[config.mk]
export PLATFORM = sky130hd
export DESIGN_NAME = pin_change_interrupt
export DESIGN_NICKNAME = d
export VERILOG_FILES = /design/src/rtl/pin_change_pkg.sv /design/src/rtl/change_group.sv /design/src/rtl/pin_change_interrupt.sv
export SDC_FILE = /design/constraint.sdc
export NUM_CORES = 1
export LEC_CHECK = 0
export ABC_AREA = 1
export BUFFER_PORTS_ARGS = -buffer_cell sky130_fd_sc_hd__buf_2
export CAP_MARGIN = 20
export CELL_PAD_IN_SITES_DETAIL_PLACEMENT = 1
export CELL_PAD_IN_SITES_GLOBAL_PLACEMENT = 2
export CORE_MARGIN = 10
export CORE_UTILIZATION = 37
export CTS_CLUSTER_DIAMETER = 150
export DETAILED_ROUTE_END_ITERATION = 6
export HOLD_SLACK_MARGIN = 0.1
export PLACE_DENSITY = 0.88
export SLEW_MARGIN = 40
export SYNTH_ARGS = -nofsm -noshare
export SYNTH_HDL_FRONTEND = slang
export SYNTH_HIERARCHICAL = 1
export SYNTH_SLANG_ARGS = --single-unit
[constraint.sdc]
create_clock -name mclk -period 2.46 [get_ports mclk]
set_clock_uncertainty 0.05 [all_clocks]
set_input_delay 0.369 -clock mclk [delete_from_list [all_inputs] [get_ports mclk]]
set_output_delay 0.369 -clock mclk [all_outputs]
set_load 0.005 [all_outputs]
[src/rtl/pin_change_pkg.sv]
// shared offsets, field positions and types for the pin change interrupt block
package pin_change_pkg;
    localparam int num_groups = 4;
    localparam logic [11:0] group_a_rise_enable_off = 12'h000;
    localparam logic [11:0] group_a_fall_enable_off = 12'h004;
    localparam logic [11:0] group_a_change_flags_off = 12'h008;
    localparam logic [11:0] group_b_rise_enable_off = 12'h010;
    localparam logic [11:0] group_b_fall_enable_off = 12'h014;
    localparam logic [11:0] group_b_change_flags_off = 12'h018;
    localparam logic [11:0] group_c_rise_enable_off = 12'h020;
    localparam logic [11:0] group_c_fall_enable_off = 12'h024;
    localparam logic [11:0] group_c_change_flags_off = 12'h028;
    localparam logic [11:0] group_e_rise_enable_off = 12'h030;
    localparam logic [11:0] group_e_fall_enable_off = 12'h034;
    localparam logic [11:0] group_e_change_flags_off = 12'h038;
    localparam logic [11:0] periph_irq_enable_0_off = 12'h040;
    localparam logic [11:0] periph_irq_request_0_off = 12'h044;
    localparam int group_stride_sh = 4;
    localparam int master_enable_bit = 4;
    localparam int summary_flag_bit = 4;
    localparam logic [7:0] group_e_mask = 8'h08;
    localparam logic [7:0] full_mask = 8'hff;
    localparam logic [7:0] reg8_reset = 8'h00;
    localparam logic [31:0] word_reset = 32'h0000_0000;

    typedef struct packed {
        logic [7:0] rise_enable_reg;
        logic [7:0] fall_enable_reg;
    } edge_cfg_t;

    typedef struct packed {
        logic sel;
        logic enable;
        logic write;
        logic [11:0] addr;
        logic [31:0] wdata;
    } apb_req_t;
endpackage

[src/rtl/change_group.sv]
// one pin group: synchroniser, edge detect and hardware-set flag register
`timescale 1ns/10ps
module change_group
    import pin_change_pkg::*;
(
    input wire logic mclk,
    input wire logic rst_b,
    input wire logic [7:0] pins,
    input wire logic [7:0] impl_mask,
    input wire edge_cfg_t cfg,
    input wire logic flag_wr,
    input wire logic [7:0] flag_wdata,
    output logic [7:0] change_flag_reg,
    output logic [7:0] edge_hit
);
    logic [7:0] sync1;
    logic [7:0] sync2;
    logic [7:0] prev;

    // two stages before anything looks at the pin; prev holds the older sample
    always_ff @(posedge mclk or negedge rst_b) begin
        if (!rst_b) begin
            sync1 <= reg8_reset;
            sync2 <= reg8_reset;
            prev <= reg8_reset;
        end else begin
            sync1 <= pins;
            sync2 <= sync1;
            prev <= sync2; // RULE17
        end
    end

    // enabled rising or falling edge; both enables clear gives nothing
    assign edge_hit = impl_mask & ((cfg.rise_enable_reg & sync2 & ~prev)
        | (cfg.fall_enable_reg & ~sync2 & prev)); // RULE3 RULE4 RULE5

    // a write stores its value, but an edge in the same cycle wins
    always_ff @(posedge mclk or negedge rst_b) begin
        if (!rst_b) begin
            change_flag_reg <= reg8_reset; // RULE15
        end else if (flag_wr) begin
            change_flag_reg <= (flag_wdata & impl_mask) | edge_hit; // RULE10 RULE11
        end else begin
            change_flag_reg <= change_flag_reg | edge_hit; // RULE6
        end
    end

    set_wins_a: assert property (@(posedge mclk) disable iff (!rst_b)
        (edge_hit != 8'h00) |=> ((change_flag_reg & $past(edge_hit)) == $past(edge_hit)))
        else $error("detected edge did not set its flag"); // RULE11

    edge_delay_a: assert property (@(posedge mclk) disable iff (!rst_b)
        (cfg.rise_enable_reg[0] && impl_mask[0] && sync2[0] && !prev[0]
            && $stable(cfg)) |-> edge_hit[0])
        else $error("rising edge on bit zero not detected"); // RULE3

    no_enable_a: assert property (@(posedge mclk) disable iff (!rst_b)
        ((cfg.rise_enable_reg | cfg.fall_enable_reg) == 8'h00) |-> (edge_hit == 8'h00))
        else $error("edge reported with no enable"); // RULE5
endmodule

[src/rtl/pin_change_interrupt.sv]
// pin change interrupt block with apb register access, interrupt and wake
//
// Notes on behaviour
// RULE1: change detection on every pin of groups a, b, c and pin three of e.
// RULE2: each group has rise enable, fall enable and flag registers, bit n = pin n.
// RULE3: a rise enable bit set makes its pin detect rising edges.
// RULE4: a fall enable bit set makes its pin detect falling edges.
// RULE5: both set detects both edges; both clear detects nothing.
// RULE6: an enabled edge sets the pin flag; interrupt only with master enable.
// RULE7: master enable lives in peripheral interrupt enable register zero.
// RULE8: with master enable clear, flags still set but no interrupt.
// RULE9: read-only summary flag is the or of every pin flag.
// RULE10: writing zero to a flag bit clears it.
// RULE11: an edge during a flag write leaves the flag set.
// RULE12: software clears flags by reading, xor with ones, and anding back.
// RULE13: with master enable set, a change interrupt wakes from sleep.
// RULE14: flags caught during sleep are updated before the first instruction.
// RULE15: all enables and flags reset to zero on every reset.
// RULE16: group e registers implement only bit three, others read zero.
// RULE17: pins are synchronised and edges found by comparing successive samples.
`timescale 1ns/10ps
module pin_change_interrupt
    import pin_change_pkg::*;
(
    input wire logic mclk,
    input wire logic rst_b,
    input wire logic psel,
    input wire logic penable,
    input wire logic pwrite,
    input wire logic [11:0] paddr,
    input wire logic [31:0] pwdata,
    input wire logic [3:0] pstrb,
    output logic [31:0] prdata,
    output logic pready,
    output logic pslverr,
    input wire logic [7:0] pin_group_a,
    input wire logic [7:0] pin_group_b,
    input wire logic [7:0] pin_group_c,
    input wire logic group_e_pin_three,
    output logic change_irq,
    output logic wake_req
);
    apb_req_t req;
    edge_cfg_t cfg [num_groups];
    logic [7:0] pins [num_groups];
    logic [7:0] masks [num_groups];
    logic [7:0] flags [num_groups];
    logic [7:0] hits [num_groups];
    logic [num_groups-1:0] flag_wr;
    logic [num_groups-1:0] rise_wr;
    logic [num_groups-1:0] fall_wr;
    logic wr_fire;
    logic rd_fire;
    logic addr_ok;
    logic [1:0] grp;
    logic [1:0] sub;
    logic change_irq_master_enable;
    logic change_summary_flag;
    logic [31:0] next_rdata;

    assign req = '{sel: psel, enable: penable, write: pwrite, addr: paddr, wdata: pwdata};

    // group e carries only its pin three
    assign pins[0] = pin_group_a;
    assign pins[1] = pin_group_b;
    assign pins[2] = pin_group_c;
    assign pins[3] = {4'h0, group_e_pin_three, 3'h0}; // RULE1
    assign masks[0] = full_mask;
    assign masks[1] = full_mask;
    assign masks[2] = full_mask;
    assign masks[3] = group_e_mask; // RULE16

    // zero wait states, so every access completes in its first access cycle
    assign pready = 1'b1;
    assign wr_fire = req.sel && req.enable && req.write && pstrb[0];
    assign rd_fire = req.sel && req.enable && !req.write;
    assign grp = req.addr[5:4];
    assign sub = req.addr[3:2];

    // decode: group slots at 0x00..0x38, enable and request words at 0x40/0x44
    always_comb begin
        addr_ok = 1'b0;
        if (req.addr[1:0] == 2'h0) begin
            if (req.addr[11:6] == 6'h00) begin
                addr_ok = (sub != 2'h3);
            end else if (req.addr == periph_irq_enable_0_off
                || req.addr == periph_irq_request_0_off) begin
                addr_ok = 1'b1;
            end
        end
    end

    assign pslverr = req.sel && req.enable && !addr_ok;

    // per-group write strobes; the bus index follows the group stride
    always_comb begin
        for (int g = 0; g < num_groups; g++) begin
            rise_wr[g] = wr_fire && addr_ok && req.addr[11:6] == 6'h00
                && grp == g[1:0] && sub == 2'h0;
            fall_wr[g] = wr_fire && addr_ok && req.addr[11:6] == 6'h00
                && grp == g[1:0] && sub == 2'h1;
            flag_wr[g] = wr_fire && addr_ok && req.addr[11:6] == 6'h00
                && grp == g[1:0] && sub == 2'h2;
        end
    end

    // edge enable registers, one pair per group, masked to implemented bits
    always_ff @(posedge mclk or negedge rst_b) begin
        if (!rst_b) begin
            for (int g = 0; g < num_groups; g++) begin
                cfg[g] <= '{rise_enable_reg: reg8_reset, fall_enable_reg: reg8_reset}; // RULE15
            end
        end else begin
            for (int g = 0; g < num_groups; g++) begin
                if (rise_wr[g]) begin
                    cfg[g].rise_enable_reg <= req.wdata[7:0] & masks[g]; // RULE2 RULE16
                end
                if (fall_wr[g]) begin
                    cfg[g].fall_enable_reg <= req.wdata[7:0] & masks[g]; // RULE2 RULE16
                end
            end
        end
    end

    // one instance per group keeps the edge and flag logic in a single place
    for (genvar g = 0; g < num_groups; g++) begin : grp_inst
        change_group u_group (
            .mclk(mclk),
            .rst_b(rst_b),
            .pins(pins[g]),
            .impl_mask(masks[g]),
            .cfg(cfg[g]),
            .flag_wr(flag_wr[g]),
            .flag_wdata(req.wdata[7:0]),
            .change_flag_reg(flags[g]),
            .edge_hit(hits[g])
        );
    end

    // master enable in the peripheral interrupt enable word
    always_ff @(posedge mclk or negedge rst_b) begin
        if (!rst_b) begin
            change_irq_master_enable <= 1'b0;
        end else if (wr_fire && req.addr == periph_irq_enable_0_off) begin
            change_irq_master_enable <= req.wdata[master_enable_bit]; // RULE7
        end
    end

    // summary is pure combination of flags, so it cannot drift from them
    assign change_summary_flag = (flags[0] | flags[1] | flags[2] | flags[3]) != 8'h00; // RULE9

    // a level interrupt; wake uses the same term because the flags are updated
    // on the system clock before the core can fetch its first instruction
    assign change_irq = change_summary_flag && change_irq_master_enable; // RULE6 RULE8
    assign wake_req = change_summary_flag && change_irq_master_enable; // RULE13 RULE14

    // read mux; unmapped and reserved bits read as zero
    always_comb begin
        next_rdata = word_reset;
        if (req.addr[11:6] == 6'h00 && req.addr[1:0] == 2'h0) begin
            unique case (sub)
                2'h0: next_rdata[7:0] = cfg[grp].rise_enable_reg;
                2'h1: next_rdata[7:0] = cfg[grp].fall_enable_reg;
                2'h2: next_rdata[7:0] = flags[grp];
                2'h3: next_rdata = word_reset;
            endcase
        end else if (req.addr == periph_irq_enable_0_off) begin
            next_rdata[master_enable_bit] = change_irq_master_enable;
        end else if (req.addr == periph_irq_request_0_off) begin
            next_rdata[summary_flag_bit] = change_summary_flag; // RULE9
        end
    end

    // read data registered in the setup cycle so it is stable in the access cycle
    always_ff @(posedge mclk or negedge rst_b) begin
        if (!rst_b) begin
            prdata <= word_reset;
        end else if (req.sel && !req.enable && !req.write) begin
            prdata <= next_rdata;
        end
    end

    irq_gate_a: assert property (@(posedge mclk) disable iff (!rst_b)
        !change_irq_master_enable |-> !change_irq)
        else $error("interrupt raised with master enable clear"); // RULE8

    irq_level_a: assert property (@(posedge mclk) disable iff (!rst_b)
        (change_irq_master_enable && flags[1] != 8'h00) |-> change_irq)
        else $error("flag set but interrupt low"); // RULE6

    wake_match_a: assert property (@(posedge mclk) disable iff (!rst_b)
        wake_req == change_irq)
        else $error("wake request differs from interrupt"); // RULE13

    summary_or_a: assert property (@(posedge mclk) disable iff (!rst_b)
        change_summary_flag == (flags[3] != 8'h00 || flags[0] != 8'h00
            || flags[1] != 8'h00 || flags[2] != 8'h00))
        else $error("summary flag does not match flags"); // RULE9

    e_unimpl_a: assert property (@(posedge mclk) disable iff (!rst_b)
        ((flags[3] | cfg[3].rise_enable_reg | cfg[3].fall_enable_reg) & ~group_e_mask) == 8'h00)
        else $error("group e unimplemented bit set"); // RULE16

    flag_clear_a: assert property (@(posedge mclk) disable iff (!rst_b)
        (flag_wr[0] && req.wdata[7:0] == 8'h00 && hits[0] == 8'h00) |=> flags[0] == 8'h00)
        else $error("flag write of zero did not clear"); // RULE10

    rise_store_a: assert property (@(posedge mclk) disable iff (!rst_b)
        rise_wr[2] |=> cfg[2].rise_enable_reg == $past(req.wdata[7:0]))
        else $error("rise enable write not stored"); // RULE2

    master_store_a: assert property (@(posedge mclk) disable iff (!rst_b)
        (wr_fire && req.addr == periph_irq_enable_0_off)
            |=> change_irq_master_enable == $past(req.wdata[master_enable_bit]))
        else $error("master enable write not stored"); // RULE7
endmodule

==> flow_summary.ini <==
[clocking]
cts_tree = built
clkSinkCount = 187
cts.htree.levels = 4
clk_root_buffer_cell = sky130_fd_sc_hd__clkbuf_16
cts.repair_timing.setup_buffer_count = 0
cts_buffer_depth = 2
clkSlewWorstSetupHoldPaths_ns = 0.07
total_cts_buffers = 17
worstSkewPairLatency_ns = 0.44
cells_resized_by_post_cts_repair = 0

[logic_synthesis]
synth_area_per_cell_um2 = 8.58
synthesis.instances = 966
netlist_area_um2 = 8280
yosys_warnings = 6

[final_layout]
num_antenna_cells = 0
postLayoutCoreUtil_pct = 46.1
largest_register_ffs = 50
registers.top_by_ff_count = cfg
syn2layout_area_growth_pct = 22.1
mostFrequentLayoutCells = 360 x sky130_fd_sc_hd__nand2_1, 187 x sky130_fd_sc_hd__dfrtp_1, 114 x sky130_fd_sc_hd__inv_1
post_route_cells_drive_above_1_share_pct = 12.7
most_common_cell_after_layout_fill_and_taps_aside = sky130_fd_sc_hd__nand2_1
layout.cells.non_filler = 1455
nets = 1240

[timing]
timing.final.max_slew_violations = 0
period_minus_slack_ns = 2.23
setup_viol = 0
slew-limit-headroom_pct = 63.1
timing_worst_slew_pin_value_ns = 0.547
unrepaired_setup_endpoints_after_global_routing = no
fmax_ghz = 0.448
holdWs_ns = 0.221
setup_tns_ns = 0
final_cycle_share_pct = 90.7
finalHoldViolCount = 0

[detailed_routing]
drt_pass1_iterations = 5
finalWirelength_um = 23400
drc = 0
routed_via_density = 4.65
antenna_left = 0
drt_first_iter_violations = 464
route.detailed.wl_per_inst_um = 16.1
routed-via-count = 6771

[power]
vdd_ir_drop_max_uv = 383
power.density_cell_area_nw_per_um2 = 648
power.leakage_uw = 0.00522

[worst_setup_path]
worst_path_class_setup = flop to output port
cp_cell_sequence = nor2_1, nand3_1, nor2_1, nand4_1, nor2_1, nor2_1, buf_2
critical-path-max-stage-delay_ns = 0.42
timing.critical_path.from_type = flop
setup.worst_path.end_class = output port
critical_path_arrival_ns = 1.81
critPathMostFrequentCell = sky130_fd_sc_hd__nor2_1
slowest_cell_on_the_critical_path = sky130_fd_sc_hd__dfrtp_1
cpLargestDelayFamily = simple AND/OR/NAND/NOR gates
critical_path_fanout_max = 3
worst-path-buf-inv = 1
cp_data_required_time_ns = 2.04

[floorplan]
pin_count = 114
die_footprint_um2 = 28800
chipHeight_um = 170
initial_utilization_pct = 37.7
design.core.area_um2 = 22000
chipWidth_um = 170
fp-row-count = 54

[global_routing]
grtUsageTotal_pct = 17.0
grt_overflow = 0
first_global_vias = 7104
grt_antenna_before_repair = 1
grt_start_max_net_pins = 61
grt_first_pass_wirelength_um = 38200

[placed_design]
dp.cells = 1397
io_buffers = 61
detailed_place_hpwl_um = 17100
weighted_congestion_at_the_end_of_routability_driven_global_placement = 0.873

[run_status]
status = finished, final reports clean

[worst_hold_path]
hold_class = primary input to flop

[flow_run]
timing.max_cap.violations = 0
## timing repair
item,CTS,global route
hold buffers,26,0
endpoints found under the hold margin,80,0
setup endpoints to repair,0,0
## stage by stage
stage	setup WS, ns	instance area [um^2]	power [uW]
global placement	0.208	9240	3660
global route	0.0842	10100	6830
finish	0.228	10100	6550
CTS	0.254	10100	6620
detailed placement	0.0860	9240	3670
floorplan	0.356	8690	3480
## power breakdown
part / switching (uW) / leakage [uW] / total (uW) / internal [uW]
Clock: 1240 / 0.000303 / 2910 / 1670
Combinational: 299 / 0.00283 / 450 / 151
Sequential: 42.6 / 0.00209 / 3200 / 3150
Total: 1580 / 0.00522 / 6550 / 4970
## per-layer routing
| metal | GRT usage (%) | vias up | routed length, um |
|---|---|---|---|
| met4 | 5.07 | 0 | 367 |
| met5 | 0 | - | 0 |
| li1 | - | 3295 | - |
| met1 | 22.4 | 3313 | 11100 |
| met2 | 27.7 | 138 | 11000 |
| met3 | 3.14 | 25 | 952 |
## area by class of cell
class / count / area (um^2)
Clock inverter: 12 / 159
Sequential cell: 187 / 4680
Inverter: 116 / 435
Multi-Input combinational cell: 721 / 3200
Clock buffer: 20 / 457
Tap cell: 280 / 350
Timing Repair Buffer: 119 / 827
Fill cell: 2669 / 11800
## tightest hold or removal path, cell delays in order
cell                      delay [ns]
sky130_fd_sc_hd__buf_2          0.17
sky130_fd_sc_hd__nand2_1        0.09
sky130_fd_sc_hd__nand2_1        0.05
## final timing paths
path	start	endpoint	slack, ns	cells past startpoint
hold / removal	pwdata[0]	cfg[48]$_DFFE_PN0P_	0.22	3
setup / recovery	grp_inst[1].u_group/change_flag_reg[2]$_DFF_PN0_	change_irq	0.23	7
hold reg to reg	grp_inst[0].u_group/sync1[4]$_DFF_PN0_	grp_inst[0].u_group/sync2[4]$_DFF_PN0_	0.30	0
max in group asynchronous	rst_b	cfg[30]$_DFFE_PN0P_	1.11	3
setup reg to reg	grp_inst[1].u_group/change_flag_reg[2]$_DFF_PN0_	prdata[4]$_DFFE_PN0P_	0.90	8
min in group asynchronous	rst_b	grp_inst[3].u_group/sync2[6]$_DFF_PN0_	0.42	2
No activity file was read; power rests on OpenSTA's default activity.
